## config.mk

```make
export PLATFORM = sky130hd
export DESIGN_NAME = nibble_cpu_core
export DESIGN_NICKNAME = d
export VERILOG_FILES = /design/src/inc/nibble_cpu_pkg.sv /design/src/verilog/call_stack.sv /design/src/verilog/bank_file.sv /design/src/verilog/nibble_cpu_core.sv
export SDC_FILE = /design/constraint.sdc
export NUM_CORES = 1
export LEC_CHECK = 0
export ABC_AREA = 1
export BUFFER_PORTS_ARGS = -buffer_cell sky130_fd_sc_hd__buf_2
export CAP_MARGIN = 30
export CORE_MARGIN = 4
export CORE_UTILIZATION = 35
export DETAILED_ROUTE_END_ITERATION = 10
export GPL_TIMING_DRIVEN = 0
export SKIP_LAST_GASP = 1
export SYNTH_ARGS = -nofsm -noshare
export SYNTH_HDL_FRONTEND = slang
export SYNTH_SLANG_ARGS = --single-unit
export TNS_END_PERCENT = 30
```

## constraint.sdc

```tcl
create_clock -name ref_clk -period 3.9 [get_ports ref_clk]
set_input_delay 0.975 -clock ref_clk [delete_from_list [all_inputs] [get_ports ref_clk]]
set_output_delay 0.975 -clock ref_clk [all_outputs]
set_load 0.05 [all_outputs]
```

## src/inc/nibble_cpu_pkg.sv

```systemverilog
// Purpose: shared constants for the pointer and branch decode core
// Assumes: one byte of program memory per fetch address
// Notes:   opcodes are full bytes or upper-bit patterns
package nibble_cpu_pkg;
   localparam int PC_W        = 12;
   localparam int STACK_DEPTH = 8;
   localparam int BANKS       = 4;
   localparam int WREGS       = 8;
   localparam int FLAGS       = 16;

   localparam logic [11:0] RST_PC  = 12'h000;
   localparam logic [3:0]  RST_NIB = 4'h0;
   localparam logic [1:0]  RST_BANK = 2'h0;
   localparam logic [7:0]  RST_GATES = 8'h00;

   // working register slots inside one bank
   localparam logic [1:0] SLOT_SUM = 2'h0;
   localparam logic [1:0] SLOT_HI  = 2'h2;
   localparam logic [1:0] SLOT_LO  = 2'h3;

   // whole-byte opcodes
   localparam logic [7:0] OP_NOP    = 8'h00;
   localparam logic [7:0] OP_IND    = 8'hEE;
   localparam logic [7:0] OP_DED    = 8'hEF;
   localparam logic [7:0] OP_TAL    = 8'hF7;
   localparam logic [7:0] OP_TLA    = 8'hE9;
   localparam logic [7:0] OP_XAH    = 8'h23;
   localparam logic [7:0] OP_COMMIT_BANK_SELECT   = 8'hF2;
   localparam logic [7:0] OP_INDEXED_PAGE_JUMP   = 8'hFA;
   localparam logic [7:0] OP_RT     = 8'h62;
   localparam logic [7:0] OP_RTI    = 8'h22;
   localparam logic [7:0] OP_BANK   = 8'hFD;
   localparam logic [7:0] OP_IP     = 8'h0C;
   localparam logic [7:0] OP_OP     = 8'h61;
   localparam logic [7:0] OP_HALT   = 8'hF6;
   localparam logic [7:0] OP_CTL    = 8'h2C;
   localparam logic [7:0] OP_BC     = 8'h3E;
   localparam logic [7:0] OP_BNC    = 8'h3F;
   localparam logic [7:0] OP_BZ     = 8'h7E;
   localparam logic [7:0] OP_BNZ    = 8'h7F;

   // upper-nibble opcodes
   localparam logic [3:0] HI_LDZ = 4'h8;
   localparam logic [3:0] HI_LHI = 4'h4;
   localparam logic [3:0] HI_SFB = 4'h5;
   localparam logic [3:0] HI_RFB = 4'h1;
   localparam logic [3:0] HI_CZP = 4'hB;
   localparam logic [3:0] HI_BF  = 4'hD;
   localparam logic [3:0] HI_BNF = 4'h9;
   localparam logic [3:0] HI_BSET = 4'h7;
   localparam logic [3:0] HI_BCLR = 4'h3;
   localparam logic [3:0] HI_XA  = 4'hE;
   localparam logic [3:0] HI_XP  = 4'hF;
   localparam logic [3:0] CTL_SET_HI = 4'h4;
   localparam logic [3:0] CTL_CLR_HI = 4'h5;
   localparam logic [3:0] CTL_GLOBAL = 4'h8;

   // partial patterns
   localparam logic [4:0] PAT_JMP = 5'b01101;
   localparam logic [4:0] PAT_CAL = 5'b10101;
   localparam logic [5:0] PAT_SB  = 6'b011001;
   localparam logic [5:0] PAT_SPB = 6'b000001;
   localparam logic [5:0] PAT_RPB = 6'b001001;
   localparam logic [6:0] PAT_XH  = 7'b1111100;

   typedef enum logic [1:0] {ST_EXEC, ST_SECOND, ST_PBIT, ST_HALT} cpu_state_type;
endpackage

```

## src/verilog/call_stack.sv

```systemverilog
// Purpose: return address stack for calls and returns
// Assumes: caller never pushes and pops in one cycle
// Notes:   overflow wraps and overwrites the oldest entry
`timescale 1ns/10ps
`default_nettype none
module call_stack
   import nibble_cpu_pkg::*;
#(
   parameter int DEPTH = STACK_DEPTH
)
(
   // clock and reset
   input  wire logic            ref_clk,
   input  wire logic            rst_n,
   // stack access
   input  wire logic            push,
   input  wire logic            pop,
   input  wire logic [PC_W-1:0] push_data,
   output logic      [PC_W-1:0] top
);
   localparam int PW = $clog2(DEPTH);

   logic [PC_W-1:0] mem_ff [DEPTH];
   logic [PW-1:0]   sp_ff;
   logic [PW-1:0]   below;

   // refused at elaboration: the pointer wraps only for power-of-two depths
   if (DEPTH < 2 || (1 << PW) != DEPTH)
   begin : g_depth_chk
      $error("call_stack depth must be a power of two");
   end

   assign below = sp_ff - PW'(1);
   assign top   = mem_ff[below];

   always_ff @(posedge ref_clk or negedge rst_n)
   begin
      if (!rst_n)
      begin
         sp_ff <= '0;
         for (int i = 0; i < DEPTH; i++)
            mem_ff[i] <= RST_PC;
      end
      else if (push)
      begin
         mem_ff[sp_ff] <= push_data;
         sp_ff         <= sp_ff + PW'(1);
      end
      else if (pop)
         sp_ff <= below;
   end
endmodule
`default_nettype wire

```

## src/verilog/bank_file.sv

```systemverilog
// Purpose: banked working registers and flags
// Assumes: one register write and one flag write per cycle
// Notes:   flag group output gives the aligned group of four flags holding the selected one
`timescale 1ns/10ps
`default_nettype none
module bank_file
   import nibble_cpu_pkg::*;
(
   // clock and reset
   input  wire logic       ref_clk,
   input  wire logic       rst_n,
   // bank in use
   input  wire logic [1:0] bank,
   // working registers
   input  wire logic [2:0] rd_idx,
   output logic      [3:0] rd_data,
   input  wire logic       wr_en,
   input  wire logic [3:0] wr_data,
   // flags
   input  wire logic [3:0] flag_idx,
   input  wire logic       flag_we,
   input  wire logic       flag_val,
   output logic            flag_rd,
   output logic      [3:0] flag_grp
);
   logic [3:0]       wreg_ff [BANKS][WREGS];
   logic [FLAGS-1:0] flag_ff [BANKS];

   assign rd_data  = wreg_ff[bank][rd_idx];
   assign flag_rd  = flag_ff[bank][flag_idx];
   assign flag_grp = flag_ff[bank][{flag_idx[3:2], 2'b00} +: 4];

   always_ff @(posedge ref_clk or negedge rst_n)
   begin
      if (!rst_n)
      begin
         for (int b = 0; b < BANKS; b++)
         begin
            flag_ff[b] <= '0;
            for (int r = 0; r < WREGS; r++)
               wreg_ff[b][r] <= RST_NIB;
         end
      end
      else
      begin
         if (wr_en)
            wreg_ff[bank][rd_idx] <= wr_data;
         if (flag_we)
            flag_ff[bank][flag_idx] <= flag_val;
      end
   end
endmodule
`default_nettype wire

```

## src/verilog/nibble_cpu_core.sv

```systemverilog
// Purpose: pointer, exchange, flag, branch, call, port and control decode
// Assumes: rom_data, mem_rdata and io_rdata answer combinationally
// Notes:   opcodes outside this group run as one-cycle no-ops
// Operation
// - zero-load and high-load set pointer nibbles
// - low pointer step updates zero bit
// - sum and low pointer transfers
// - swap sum with high pointer
// - swap sum with banked working register
// - swap pointer nibble with banked register
// - commit staged bank into bank select
// - stage two-bit bank value
// - set or clear banked flag
// - long jump keeps or inverts top bit
// - indexed jump from E and sum
// - page zero call with four-bit target
// - bank zero call, two bytes
// - returns pop stack, irq restores flags
// - bank change modifies next jump or port
// - bit-test branches on sum, memory, port
// - carry and zero conditional branches
// - branches on banked flag bits
// - port read and write via pointer
// - port bit set/clear, E destroyed
// - irq enable set and clear
// - halt to standby, no-op idles
// - irq selector only zero through eight
`timescale 1ns/10ps
`default_nettype none
module nibble_cpu_core
   import nibble_cpu_pkg::*;
(
   // clock and reset
   input  wire logic            ref_clk,
   input  wire logic            rst_n,
   // program memory
   output logic      [PC_W-1:0] rom_addr,
   input  wire logic [7:0]      rom_data,
   // data memory
   output logic      [7:0]      mem_addr,
   input  wire logic [3:0]      mem_rdata,
   // ports and pseudo ports
   output logic      [7:0]      io_addr,
   output logic                 io_pseudo,
   input  wire logic [3:0]      io_rdata,
   output logic      [3:0]      io_wdata,
   output logic                 io_we,
   // saved flags from interrupt entry
   input  wire logic            saved_carry,
   input  wire logic            saved_zero,
   // standby
   output logic                 standby,
   input  wire logic            wake,
   // visible state
   output logic      [3:0]      main_sum_nibble,
   output logic      [3:0]      e_nibble,
   output logic      [7:0]      mem_pointer,
   output logic                 carry_bit,
   output logic                 zero_bit,
   output logic      [1:0]      bank_select_bits,
   output logic      [7:0]      irq_gate_bits,
   output logic                 global_irq_gate
);
   cpu_state_type   st_ff, nxt_st;
   logic [PC_W-1:0] pc_ff, nxt_pc;
   logic [7:0]      op_ff, nxt_op;
   logic [3:0]      acc_ff, nxt_acc;
   logic [3:0]      e_ff, nxt_e;
   logic [3:0]      dph_ff, nxt_dph;
   logic [3:0]      dpl_ff, nxt_dpl;
   logic            cf_ff, nxt_cf;
   logic            zf_ff, nxt_zf;
   logic [1:0]      rbf_ff, nxt_rbf;
   logic [1:0]      sb_ff, nxt_sb;
   logic            bankp_ff, nxt_bankp;
   logic [7:0]      ctl_ff, nxt_ctl;
   logic            mst_ff, nxt_mst;

   logic            push;
   logic            pop;
   logic [PC_W-1:0] top;
   logic [PC_W-1:0] pc_inc;
   logic [3:0]      rd_data;
   logic            flag_rd;
   logic [3:0]      flag_grp;
   logic            flag_we;
   logic            flag_val;
   logic            done;

   // decode of the byte on the bus in the execute state
   logic [7:0] opc;
   logic [3:0] hi;
   logic [3:0] lo;
   assign opc = rom_data;
   assign hi  = opc[7:4];
   assign lo  = opc[3:0];

   logic is_ldz, is_lhi, is_sfb, is_rfb, is_czp, is_sb, is_xa, is_xh, is_xl;
   logic is_jmp, is_cal, is_btst, is_bcz, is_bf, is_ctl, is_pbit, two_byte;
   assign is_ldz  = hi == HI_LDZ;
   assign is_lhi  = hi == HI_LHI;
   assign is_sfb  = hi == HI_SFB;
   assign is_rfb  = hi == HI_RFB;
   assign is_czp  = hi == HI_CZP;
   assign is_sb   = opc[7:2] == PAT_SB;
   assign is_xa   = hi == HI_XA && lo[1:0] == 2'b00 && lo != 4'hC;
   assign is_xh   = opc[7:1] == PAT_XH;
   assign is_xl   = hi == HI_XP && (lo == 4'h0 || lo == 4'h4);
   assign is_jmp  = opc[7:3] == PAT_JMP;
   assign is_cal  = opc[7:3] == PAT_CAL;
   assign is_btst = (hi == HI_BSET || hi == HI_BCLR) && lo[3:2] != 2'b11;
   assign is_bcz  = opc == OP_BC || opc == OP_BNC || opc == OP_BZ || opc == OP_BNZ;
   assign is_bf   = hi == HI_BF || hi == HI_BNF;
   assign is_ctl  = opc == OP_CTL;
   assign is_pbit = opc[7:2] == PAT_SPB || opc[7:2] == PAT_RPB;
   assign two_byte = is_jmp | is_cal | is_btst | is_bcz | is_bf | is_ctl;

   // exchange register slot and write data
   logic [2:0] rd_idx;
   logic       wr_en;
   logic [3:0] wr_data;
   assign rd_idx  = is_xa ? {1'b0, lo[3:2]}
                  : is_xh ? {SLOT_HI, lo[0]}
                  : {SLOT_LO, lo[2]};
   assign wr_en   = st_ff == ST_EXEC && (is_xa | is_xh | is_xl);
   assign wr_data = is_xa ? acc_ff : is_xh ? dph_ff : dpl_ff;

   // flag selector comes from the latched first byte for flag branches
   logic [3:0] flag_idx;
   assign flag_idx = (st_ff == ST_EXEC) ? lo : op_ff[3:0];

   // second-byte branch condition
   logic [3:0] bsrc;
   logic       bit_sel;
   logic       want;
   logic       take;
   assign bsrc    = op_ff[3:2] == 2'b00 ? acc_ff
                  : op_ff[3:2] == 2'b01 ? mem_rdata : io_rdata;
   assign bit_sel = bsrc[op_ff[1:0]];
   assign want    = op_ff[6];
   assign take    = (op_ff == OP_BC || op_ff == OP_BNC || op_ff == OP_BZ || op_ff == OP_BNZ)
                  ? ((op_ff[6] ? zf_ff : cf_ff) == ~op_ff[0])
                  : (op_ff[7:4] == HI_BF || op_ff[7:4] == HI_BNF) ? (flag_rd == want)
                  : (bit_sel == want);

   // port bit result built from the value parked in E
   logic [3:0] pbit_mask;
   logic [3:0] pbit_val;
   assign pbit_mask = 4'h1 << op_ff[1:0];
   assign pbit_val  = op_ff[5] ? (e_ff & ~pbit_mask) : (e_ff | pbit_mask);

   logic [3:0] dpl_up;
   logic [3:0] dpl_dn;
   logic [3:0] flag_mask;
   assign dpl_up    = dpl_ff + 4'h1;
   assign dpl_dn    = dpl_ff - 4'h1;
   assign flag_mask = 4'h1 << lo[1:0];
   assign pc_inc    = pc_ff + 12'h001;

   always_comb
   begin
      nxt_st    = st_ff;
      nxt_pc    = pc_ff;
      nxt_op    = op_ff;
      nxt_acc   = acc_ff;
      nxt_e     = e_ff;
      nxt_dph   = dph_ff;
      nxt_dpl   = dpl_ff;
      nxt_cf    = cf_ff;
      nxt_zf    = zf_ff;
      nxt_rbf   = rbf_ff;
      nxt_sb    = sb_ff;
      nxt_ctl   = ctl_ff;
      nxt_mst   = mst_ff;
      push      = 1'b0;
      pop       = 1'b0;
      flag_we   = 1'b0;
      flag_val  = 1'b0;
      io_we     = 1'b0;
      io_wdata  = acc_ff;
      done      = 1'b0;
      case (st_ff)
         ST_EXEC:
         begin
            nxt_pc = pc_inc;
            done   = 1'b1;
            if (two_byte)
            begin
               nxt_op = opc;
               nxt_st = ST_SECOND;
               done   = 1'b0;
            end
            else if (is_pbit)
            begin
               nxt_e  = io_rdata;
               nxt_op = opc;
               nxt_st = ST_PBIT;
               done   = 1'b0;
            end
            else if (opc == OP_HALT)
               nxt_st = ST_HALT;
            else if (is_ldz)
            begin
               nxt_dph = RST_NIB;
               nxt_dpl = lo;
            end
            else if (is_lhi)
               nxt_dph = lo;
            else if (opc == OP_IND)
            begin
               nxt_dpl = dpl_up;
               nxt_zf  = dpl_up == 4'h0;
            end
            else if (opc == OP_DED)
            begin
               nxt_dpl = dpl_dn;
               nxt_zf  = dpl_dn == 4'h0;
            end
            else if (opc == OP_TAL)
               nxt_dpl = acc_ff;
            else if (opc == OP_TLA)
            begin
               nxt_acc = dpl_ff;
               nxt_zf  = dpl_ff == 4'h0;
            end
            else if (opc == OP_XAH)
            begin
               nxt_acc = dph_ff;
               nxt_dph = acc_ff;
            end
            else if (is_xa)
               nxt_acc = rd_data;
            else if (is_xh)
               nxt_dph = rd_data;
            else if (is_xl)
               nxt_dpl = rd_data;
            else if (opc == OP_COMMIT_BANK_SELECT)
               nxt_rbf = sb_ff;
            else if (is_sb)
               nxt_sb = lo[1:0];
            else if (is_sfb)
            begin
               flag_we  = 1'b1;
               flag_val = 1'b1;
            end
            else if (is_rfb)
            begin
               flag_we = 1'b1;
               nxt_zf  = (flag_grp & ~flag_mask) == 4'h0;
            end
            else if (opc == OP_INDEXED_PAGE_JUMP)
               nxt_pc = {pc_ff[11:8], e_ff, acc_ff};
            else if (is_czp)
            begin
               push   = 1'b1;
               nxt_pc = {6'h00, lo, 2'b00};
            end
            else if (opc == OP_RT || opc == OP_RTI)
            begin
               pop    = 1'b1;
               nxt_pc = top;
               if (opc == OP_RTI)
               begin
                  nxt_cf = saved_carry;
                  nxt_zf = saved_zero;
               end
            end
            else if (opc == OP_IP)
            begin
               nxt_acc = io_rdata;
               nxt_zf  = io_rdata == 4'h0;
            end
            else if (opc == OP_OP)
               io_we = 1'b1;
         end
         ST_SECOND:
         begin
            nxt_pc = pc_inc;
            nxt_st = ST_EXEC;
            done   = 1'b1;
            if (op_ff[7:3] == PAT_JMP)
               nxt_pc = {pc_ff[11] ^ bankp_ff, op_ff[2:0], rom_data};
            else if (op_ff[7:3] == PAT_CAL)
            begin
               push   = 1'b1;
               nxt_pc = {1'b0, op_ff[2:0], rom_data};
            end
            else if (op_ff == OP_CTL)
            begin
               if (rom_data[7:4] == CTL_SET_HI || rom_data[7:4] == CTL_CLR_HI)
               begin
                  if (rom_data[3] == 1'b0)
                     nxt_ctl[rom_data[2:0]] = rom_data[4] == 1'b0;
                  else if (rom_data[3:0] == CTL_GLOBAL)
                     nxt_mst = rom_data[4] == 1'b0;
               end
            end
            else if (take)
               nxt_pc = {pc_ff[11:8], rom_data};
         end
         ST_PBIT:
         begin
            nxt_st   = ST_EXEC;
            done     = 1'b1;
            io_we    = 1'b1;
            io_wdata = pbit_val;
            if (op_ff[5])
               nxt_zf = pbit_val == 4'h0;
         end
         ST_HALT:
         begin
            if (wake)
               nxt_st = ST_EXEC;
         end
         default:
            nxt_st = ST_EXEC;
      endcase
   end

   // the bank change mark lives until the next instruction completes
   assign nxt_bankp = (st_ff == ST_EXEC && opc == OP_BANK) ? 1'b1
                    : done ? 1'b0 : bankp_ff;

   always_ff @(posedge ref_clk or negedge rst_n)
   begin
      if (!rst_n)
      begin
         st_ff    <= ST_EXEC;
         pc_ff    <= RST_PC;
         op_ff    <= OP_NOP;
         acc_ff   <= RST_NIB;
         e_ff     <= RST_NIB;
         dph_ff   <= RST_NIB;
         dpl_ff   <= RST_NIB;
         cf_ff    <= 1'b0;
         zf_ff    <= 1'b0;
         rbf_ff   <= RST_BANK;
         sb_ff    <= RST_BANK;
         bankp_ff <= 1'b0;
         ctl_ff   <= RST_GATES;
         mst_ff   <= 1'b0;
      end
      else
      begin
         st_ff    <= nxt_st;
         pc_ff    <= nxt_pc;
         op_ff    <= nxt_op;
         acc_ff   <= nxt_acc;
         e_ff     <= nxt_e;
         dph_ff   <= nxt_dph;
         dpl_ff   <= nxt_dpl;
         cf_ff    <= nxt_cf;
         zf_ff    <= nxt_zf;
         rbf_ff   <= nxt_rbf;
         sb_ff    <= nxt_sb;
         bankp_ff <= nxt_bankp;
         ctl_ff   <= nxt_ctl;
         mst_ff   <= nxt_mst;
      end
   end

   call_stack #(
      .DEPTH(STACK_DEPTH)
   ) u_stack (
      .ref_clk   (ref_clk),
      .rst_n     (rst_n),
      .push      (push),
      .pop       (pop),
      .push_data (pc_inc),
      .top       (top)
   );

   bank_file u_banks (
      .ref_clk  (ref_clk),
      .rst_n    (rst_n),
      .bank     (rbf_ff),
      .rd_idx   (rd_idx),
      .rd_data  (rd_data),
      .wr_en    (wr_en),
      .wr_data  (wr_data),
      .flag_idx (flag_idx),
      .flag_we  (flag_we),
      .flag_val (flag_val),
      .flag_rd  (flag_rd),
      .flag_grp (flag_grp)
   );

   // pseudo ports see the whole pointer, real ports only the low nibble
   assign rom_addr         = pc_ff;
   assign mem_addr         = {dph_ff, dpl_ff};
   assign io_pseudo        = bankp_ff;
   assign io_addr          = bankp_ff ? {dph_ff, dpl_ff} : {4'h0, dpl_ff};
   assign standby          = st_ff == ST_HALT;
   assign main_sum_nibble  = acc_ff;
   assign e_nibble         = e_ff;
   assign mem_pointer      = {dph_ff, dpl_ff};
   assign carry_bit        = cf_ff;
   assign zero_bit         = zf_ff;
   assign bank_select_bits = rbf_ff;
   assign irq_gate_bits    = ctl_ff;
   assign global_irq_gate  = mst_ff;
endmodule
`default_nettype wire

```

Word level (Yosys, flattened, before mapping)
Cells that the tools add are included.

$add $sub $neg: 5. $mul: 0. Div/mod/pow operators: 0. Order comparisons: 12. Equality and inequality tests: 96. Shifts and indexed selects: 3. Muxes and demuxes: 241. Bitwise operators: 41. Reduce and logical (&&, ||, !) cells: 56.

Operators by type and width (count): 2-to-1 mux 12 bit (27); 2-to-1 mux 4 bit (42); 2-to-1 mux 1 bit (133); bitwise mux 128 bit (1); bitwise mux 96 bit (1); 2-to-1 mux 32 bit (3); binary-select mux 32 bit (select 2 bit) (1); bitwise mux 64 bit (1); demux 32 bit (select 2 bit) (1); == test 8 x 6 -> 1 bit (second input constant) (8); == test 8 bit (second input constant) (8); inequality test 5 bit (second input constant) (10); == test 8 x 7 -> 1 bit (second input constant) (6); 2-to-1 mux 16 bit (3); AND reduction 19 bit (2); binary-select mux 12 bit (select 3 bit) (1); demux 12 bit (select 3 bit) (1); == test 4 bit (second input constant) (9); binary-select mux 16 bit (select 2 bit) (1); demux 16 bit (select 2 bit) (1); zero test 4 bit (7); 2-to-1 mux 8 bit (3); inequality test 4 bit (second input constant) (6); inverter 1 bit (24); 73 further kinds (154).

Register bits after elaboration: 345. Latch bits: 0. Memory bits (writable): 0. Memory bits (read-only): 0. Input port bits: 21. Output and inout bits: 64. Word-level logic and storage cells: 514. Memories kept: 0.

Longest topological paths before layout
Depth in word-level cells: 26. Depth in mapped cells: 22. Mapped depth without buffers: 21.

Hierarchy
From an unflattened synthesis, not the netlist that was laid out.

Cells, all modules: 2487. Area total of the unflattened synthesis: 18577.8 µm².

By module, submodules not included: bank_file (instances 1, cells each 1104, area each 9047.4 µm², sequential area each 4804.6 µm²); call_stack (instances 1, cells each 672, area each 4919.7 µm², sequential area each 2477.4 µm²); nibble_cpu_core (instances 1, cells each 711, area each 4610.7 µm², sequential area each 1351.3 µm²).

Worst setup path before layout
Ideal clock, no wire load.

Path kind: input to output. From: input rom_data[0]. To: output io_we. Data arrival time: 3051 ps. Setup slack: -126 ps. Stages: 5. Path buffers: 1. Path through: buf_2 -> inv_1 -> nor2_1 -> inv_1 -> o41ai_1.

Cells in the longest elaborated chain, start to end: 24.

Ends and longest elaborated chain: start: declaration (RTL line nibble_cpu_core.sv:38) `input wire logic [7:0] rom_data,`; == test 8 x 7 -> 1 bit (RTL line nibble_cpu_core.sv:273) `else if (opc == OP_OP)`; 2-to-1 mux 1 bit (RTL line nibble_cpu_core.sv:273); 2-to-1 mux 1 bit (RTL line nibble_cpu_core.sv:268) `else if (opc == OP_IP)`; 2-to-1 mux 1 bit (RTL line nibble_cpu_core.sv:258) `else if (opc == OP_RT || opc == OP_RTI)`; 2-to-1 mux 1 bit (RTL line nibble_cpu_core.sv:253) `else if (is_czp)`; 2-to-1 mux 1 bit (RTL line nibble_cpu_core.sv:251) `else if (opc == OP_INDEXED_PAGE_JUMP)`; 2-to-1 mux 1 bit (RTL line nibble_cpu_core.sv:246) `else if (is_rfb)`; 2-to-1 mux 1 bit (RTL line nibble_cpu_core.sv:241) `else if (is_sfb)`; [... 8 more ...]; 2-to-1 mux 1 bit (RTL line nibble_cpu_core.sv:214) `else if (opc == OP_DED)`; 2-to-1 mux 1 bit (RTL line nibble_cpu_core.sv:209) `else if (opc == OP_IND)`; 2-to-1 mux 1 bit (RTL line nibble_cpu_core.sv:207) `else if (is_lhi)`; 2-to-1 mux 1 bit (RTL line nibble_cpu_core.sv:202) `else if (is_ldz)`; 2-to-1 mux 1 bit (RTL line nibble_cpu_core.sv:200) `else if (opc == OP_HALT)`; 2-to-1 mux 1 bit (RTL line nibble_cpu_core.sv:193) `else if (is_pbit)`; 2-to-1 mux 1 bit (*) (RTL line nibble_cpu_core.sv:187) `if (two_byte)`; one-hot mux 1 bit (2 select lines) (*) (RTL line nibble_cpu_core.sv:182) `case (st_ff)`; end: declaration (RTL line nibble_cpu_core.sv:47) `output logic io_we,`.

Every way passes the cells marked *; elsewhere a longest branch is shown, timed or not.

Worst setup path in the final report
From: input rom_data[3]. To: register u_banks.wreg_ff[90] in the netlist's numbering.

Cells in the longest elaborated chain, start to end: 11.

Ends and longest elaborated chain: == test 7 bit or inequality test 4 bit (tied branches) (RTL line nibble_cpu_core.sv:107, nibble_cpu_core.sv:106); 2-to-1 mux 2 bit or logical AND 1 bit (tied branches) (RTL line nibble_cpu_core.sv:123, nibble_cpu_core.sv:106); 2-to-1 mux 3 bit (RTL line nibble_cpu_core.sv:122) `assign rd_idx = is_xa ? {1'b0, lo[3:2]}`; inverter 3 -> 4 bit (not written as such) (RTL line bank_file.sv:47) `wreg_ff[bank][rd_idx] <= wr_data;`; greater-or-equal comparator 4 bit (not written as such) or less-than comparator 4 x 1 -> 1 bit (tied branches) (RTL line bank_file.sv:47); logical AND 1 bit (not written as such) (RTL line bank_file.sv:47); 2-to-1 mux 4 bit (not written as such) (RTL line bank_file.sv:47); demux 4 bit (select 3 bit) (RTL line bank_file.sv:47); 2-to-1 mux 32 bit (not written as such) (RTL line bank_file.sv:47); demux 32 bit (select 2 bit) (RTL line bank_file.sv:47); bitwise mux 128 bit (RTL line bank_file.sv:47); end signal: indexed assignment (RTL line bank_file.sv:47); end: declaration (RTL line bank_file.sv:26) `logic [3:0] wreg_ff [BANKS][WREGS];`.

Parallel ways exist; a longest one is shown, timed or not. A chain may end at the register's enable or synchronous reset.

==> flow_metrics.env <==
export IMPL_hold_class="reg2reg"
export IMPL_grt_first_pass_wirelength_um=94800
export IMPL_worst_path_most_repeated_cell="sky130_fd_sc_hd__buf_2"
export IMPL_crit_path_end_kind="register"
export IMPL_layout_min_cycle_time_ns=3.71
export IMPL_setup_ws_ns=0.193
export IMPL_timing_final_max_slew_violations=0
export IMPL_tritoncts="done"
export IMPL_synth_net_count=2324
export IMPL_die_x_um=233
export IMPL_number_of_failing_setup_endpoints_in_the_final_timing_report=0
export IMPL_final_antenna_net_count=0
export IMPL_avgRoutedWirePerCell_um=19.6
export IMPL_cts_path_max_buffers=3
export IMPL_leading_cell_types_in_the_layout_fill_and_taps_excluded="696 x sky130_fd_sc_hd__nand2_1, 347 x sky130_fd_sc_hd__o21ai_0, 345 x sky130_fd_sc_hd__dfrtp_1, 170 x sky130_fd_sc_hd__inv_1, 165 x sky130_fd_sc_hd__nor2_1"
export IMPL_initial_standard_cell_utilization_of_the_core_pct=35.4
export IMPL_vdd_ir_drop_worst_uv=476
export IMPL_worst_slew_margin_rel_pct=24.4
export IMPL_switching_share_pct=45.5
export IMPL_power_total_mw=14.5
export IMPL_total_switching_power_mw=6.61
export IMPL_vias=16800
export IMPL_fraction_of_registers_with_async_set_or_reset_after_synthesis_pct=100
export IMPL_power_density_nw_per_um2=716
export IMPL_gate_count_after_technology_mapping=2292
export IMPL_synth_edf_count=0
export IMPL_count_of_buffering_cells_on_the_critical_path_with_inverters_included=5
export IMPL_final_setup_skew_ns=0.0239
export IMPL_status="finished, final reports clean"
export IMPL_arrival_ns=4.12
export IMPL_final_hold_viol_count=0
export IMPL_drt_initial_drc_count=1633
export IMPL_die_area_um2=54200
export IMPL_finish_net_count=2450
export IMPL_comb_power_share_pct=42.0
export IMPL_post_synth_instance_area_um2=17700
export IMPL_globalRouteMet2Util_pct=37.0
export IMPL_critical_path_max_stage_delay_ns=0.96
export IMPL_port_buffers=83
export IMPL_layout_cell_share_with_drive_strength_beyond_1_pct=8.76
export IMPL_track_usage_pct=22.4
export IMPL_clock_latency_ns=0.58
export IMPL_synthTopCellsByArea="sky130_fd_sc_hd__dfrtp_1 49%, sky130_fd_sc_hd__nand2_1 15%, sky130_fd_sc_hd__o21ai_0 9.8%"
export IMPL_timing_worst_setup_path_type="in2reg"
export IMPL_route_final_wire_length_um=61000
export IMPL_gp_congestion=0.947
export IMPL_grt_antenna_before_repair=5
export IMPL_fmaxAchievable_mhz=270
export IMPL_rsz0062_at_grt="no"
export IMPL_drc_errors=0
export IMPL_clk_transition_reported_paths_ns=0.06
export IMPL_post_cts_hold_buffer_count=0
export IMPL_highest_net_fanout_along_the_worst_path=10
export IMPL_cellInternalPower_mw=7.93
export IMPL_tritoncts_num_buffers=40
export IMPL_clock_power_share_pct=25.1
export IMPL_maxCapViolCount=0
export IMPL_synthesis_area_per_instance_um2=7.72
export IMPL_cts_root_buffer="sky130_fd_sc_hd__clkbuf_16"
export IMPL_final_period_utilization_pct=95.1
export IMPL_synthesis_yosys_warnings=0
export IMPL_use_met3_pct=5.57
export IMPL_synth_top_cell_by_area="sky130_fd_sc_hd__dfrtp_1"
export IMPL_layout_cells_most_common="sky130_fd_sc_hd__nand2_1"
export IMPL_crit_chain="buf_2 > buf_2 > nand2_1 > nand3_1 > buf_2 > inv_1 > a221oi_2 > clkbuf_1 > o21ai_0"
export IMPL_required_ns=4.31
export IMPL_globalRoute_totalOverflow=0
export IMPL_largest_net_degree_at_the_start_of_global_routing=121
export IMPL_synth_seq_area_share_pct=48.8
export IMPL_ys_flop_type="sky130_fd_sc_hd__dfrtp_1"
export IMPL_dp_hpwl_um=44300
export IMPL_final_area_um2=20300
export IMPL_place_area_um2=19000
export IMPL_cellLeakagePower_nw=9.87
export IMPL_detail_route_first_pass_iterations=5
export IMPL_critical_path_top_delay_family="buffers and inverters"
export IMPL_area_growth_synth_to_final_pct=14.7
export IMPL_die_height_um=233
export IMPL_top_usage_layer="met2"
export IMPL_seq_power_share_pct=32.9
export IMPL_synth_top_cell_area_share_pct=48.8
export IMPL_clock_sink_count=345
export IMPL_global_route_usage_met1_pct=28.3
export IMPL_dp_slack_ns=-0.293
export IMPL_via_count_of_the_first_global_routing_pass=16200
export IMPL_vias_per_cell=5.38
export IMPL_critical_path_slowest_cell="sky130_fd_sc_hd__a221oi_2"
export IMPL_num_io_pins=85
export IMPL_ys_ff_latch=345
export IMPL_synth_cell_types=47
export IMPL_max_slew_worst_pin_slew_ns=1.13
export IMPL_critPathLaunchType="input pin"
export IMPL_placement_rows=82
export IMPL_ctsHtreeMaxLevel=2
export IMPL_placeableCoreArea_um2=50100
## logic make-up after synthesis
kind of cell / count (synthesis) / share of synthesized area, %
fa+ha+maj: 11 / 0.778
flops: 345 / 48.8
compound gates: 573 / 18.0
simple gates: 1012 / 23.1
buf+inv: 308 / 7.02
mux: 25 / 1.42
xor+xnor: 18 / 0.891
## power by group through the flow
stage / Clock, mW / Combinational [mW] / Sequential (mW)
after floorplan: 0 / 3.63 / 5.11
after global routing: 3.88 / 6.65 / 4.85
after CTS: 3.74 / 6.01 / 4.76
after detailed placement: 0 / 5.98 / 4.81
final: 3.65 / 6.10 / 4.78
after global placement: 0 / 5.92 / 4.79
## state kept, by name, indices dropped and copies added, names as in the netlist
signal and count:
io_pseudo 1, dpl_ff 4, irq_gate_bits 8, u_banks.flag_ff 64, rom_addr 12, carry_bit 1
u_banks.wreg_ff 128, u_stack.sp_ff 3, sb_ff 2, u_stack.mem_ff 96, dph_ff 4, bank_select_bits 2
st_ff 2, global_irq_gate 1, zero_bit 1, op_ff 8, e_nibble 4, main_sum_nibble 4
## final cells by class
| cell class | instances | area, µm² |
|---|---|---|
| clock buffers | 56 | 1170 |
| clock inverters | 11 | 93.8 |
| fillers | 5213 | 29800 |
| multi-input cells | 1639 | 7830 |
| diodes | 4 | 10.0 |
| well taps | 672 | 841 |
| flip-flops and latches | 345 | 8630 |
| inverters | 181 | 679 |
| repair buffers | 85 | 480 |
| plain buffers | 126 | 564 |
## metrics by stage
stage	setup TNS, ns	hold WS, ns	cells	util [%]
6_report	0	0.459	3119	40.6
5_1_grt	0	0.473	3116	40.5
4_1_cts	0	0.461	3116	40.5
3_5_place_dp	-12.73	0.448	3049	38.0
3_3_place_gp	-1689.40	0.440	3047	37.9
2_1_floorplan	0	0.429	2292	-
## metal layers
layer  wire (µm)  up-vias
li1            -     7823
met3        5530      138
met1       24700     8087
met5          21        -
met2       28500      722
met4        2350        4
## final timing paths
| kind | startpoint | to | slack [ns] | cells past startpoint |
|---|---|---|---|---|
| hold reg to reg | u_banks.wreg_ff[82] | u_banks.wreg_ff[82] | 0.46 | 1 |
| setup reg to reg | u_stack.sp_ff[0] | rom_addr[3] | 0.20 | 15 |
| min in group asynchronous | rst_n | u_stack.mem_ff[26] | 0.49 | 1 |
| max in group asynchronous | rst_n | u_banks.wreg_ff[122] | 2.23 | 2 |
| setup / recovery | rom_data[3] | u_banks.wreg_ff[90] | 0.19 | 9 |
| hold / removal | u_banks.wreg_ff[82] | u_banks.wreg_ff[82] | 0.46 | 1 |
## timing repair
action,CTS,global route
endpoints found under the setup margin,7,11
pin swaps,0,0
gates resized for setup,2,4
setup buffers,0,0
## cell usage after synthesis, drive strengths merged, types with 8 or more instances
| cell type | n |
|---|---|
| a21oi | 93 |
| a221oi | 20 |
| a22oi | 20 |
| a31oi | 34 |
| buf | 37 |
| clkbuf | 90 |
| dfrtp | 345 |
| ha | 11 |
| inv | 175 |
| mux2i | 24 |
| nand2 | 703 |
| nand3 | 95 |
| nand4 | 20 |
| nor2 | 174 |
| nor3 | 11 |
| o211ai | 8 |
| o21ai | 352 |
| o221ai | 11 |
| o22ai | 17 |
| xor2 | 15 |
## worst register-to-register path, delay by kind of cell, from the launching register on
kind | cells | cell delay [ns]
DFF | 1 | 0.34
buffers and inverters | 6 | 1.67
xor gates and xnor gates | 1 | 0.50
and+or+nand+nor | 1 | 0.24
AOI/OAI and AO/OA | 6 | 0.62
adders and majority gates | 1 | 0.24
(Power assumes the default switching activity.)
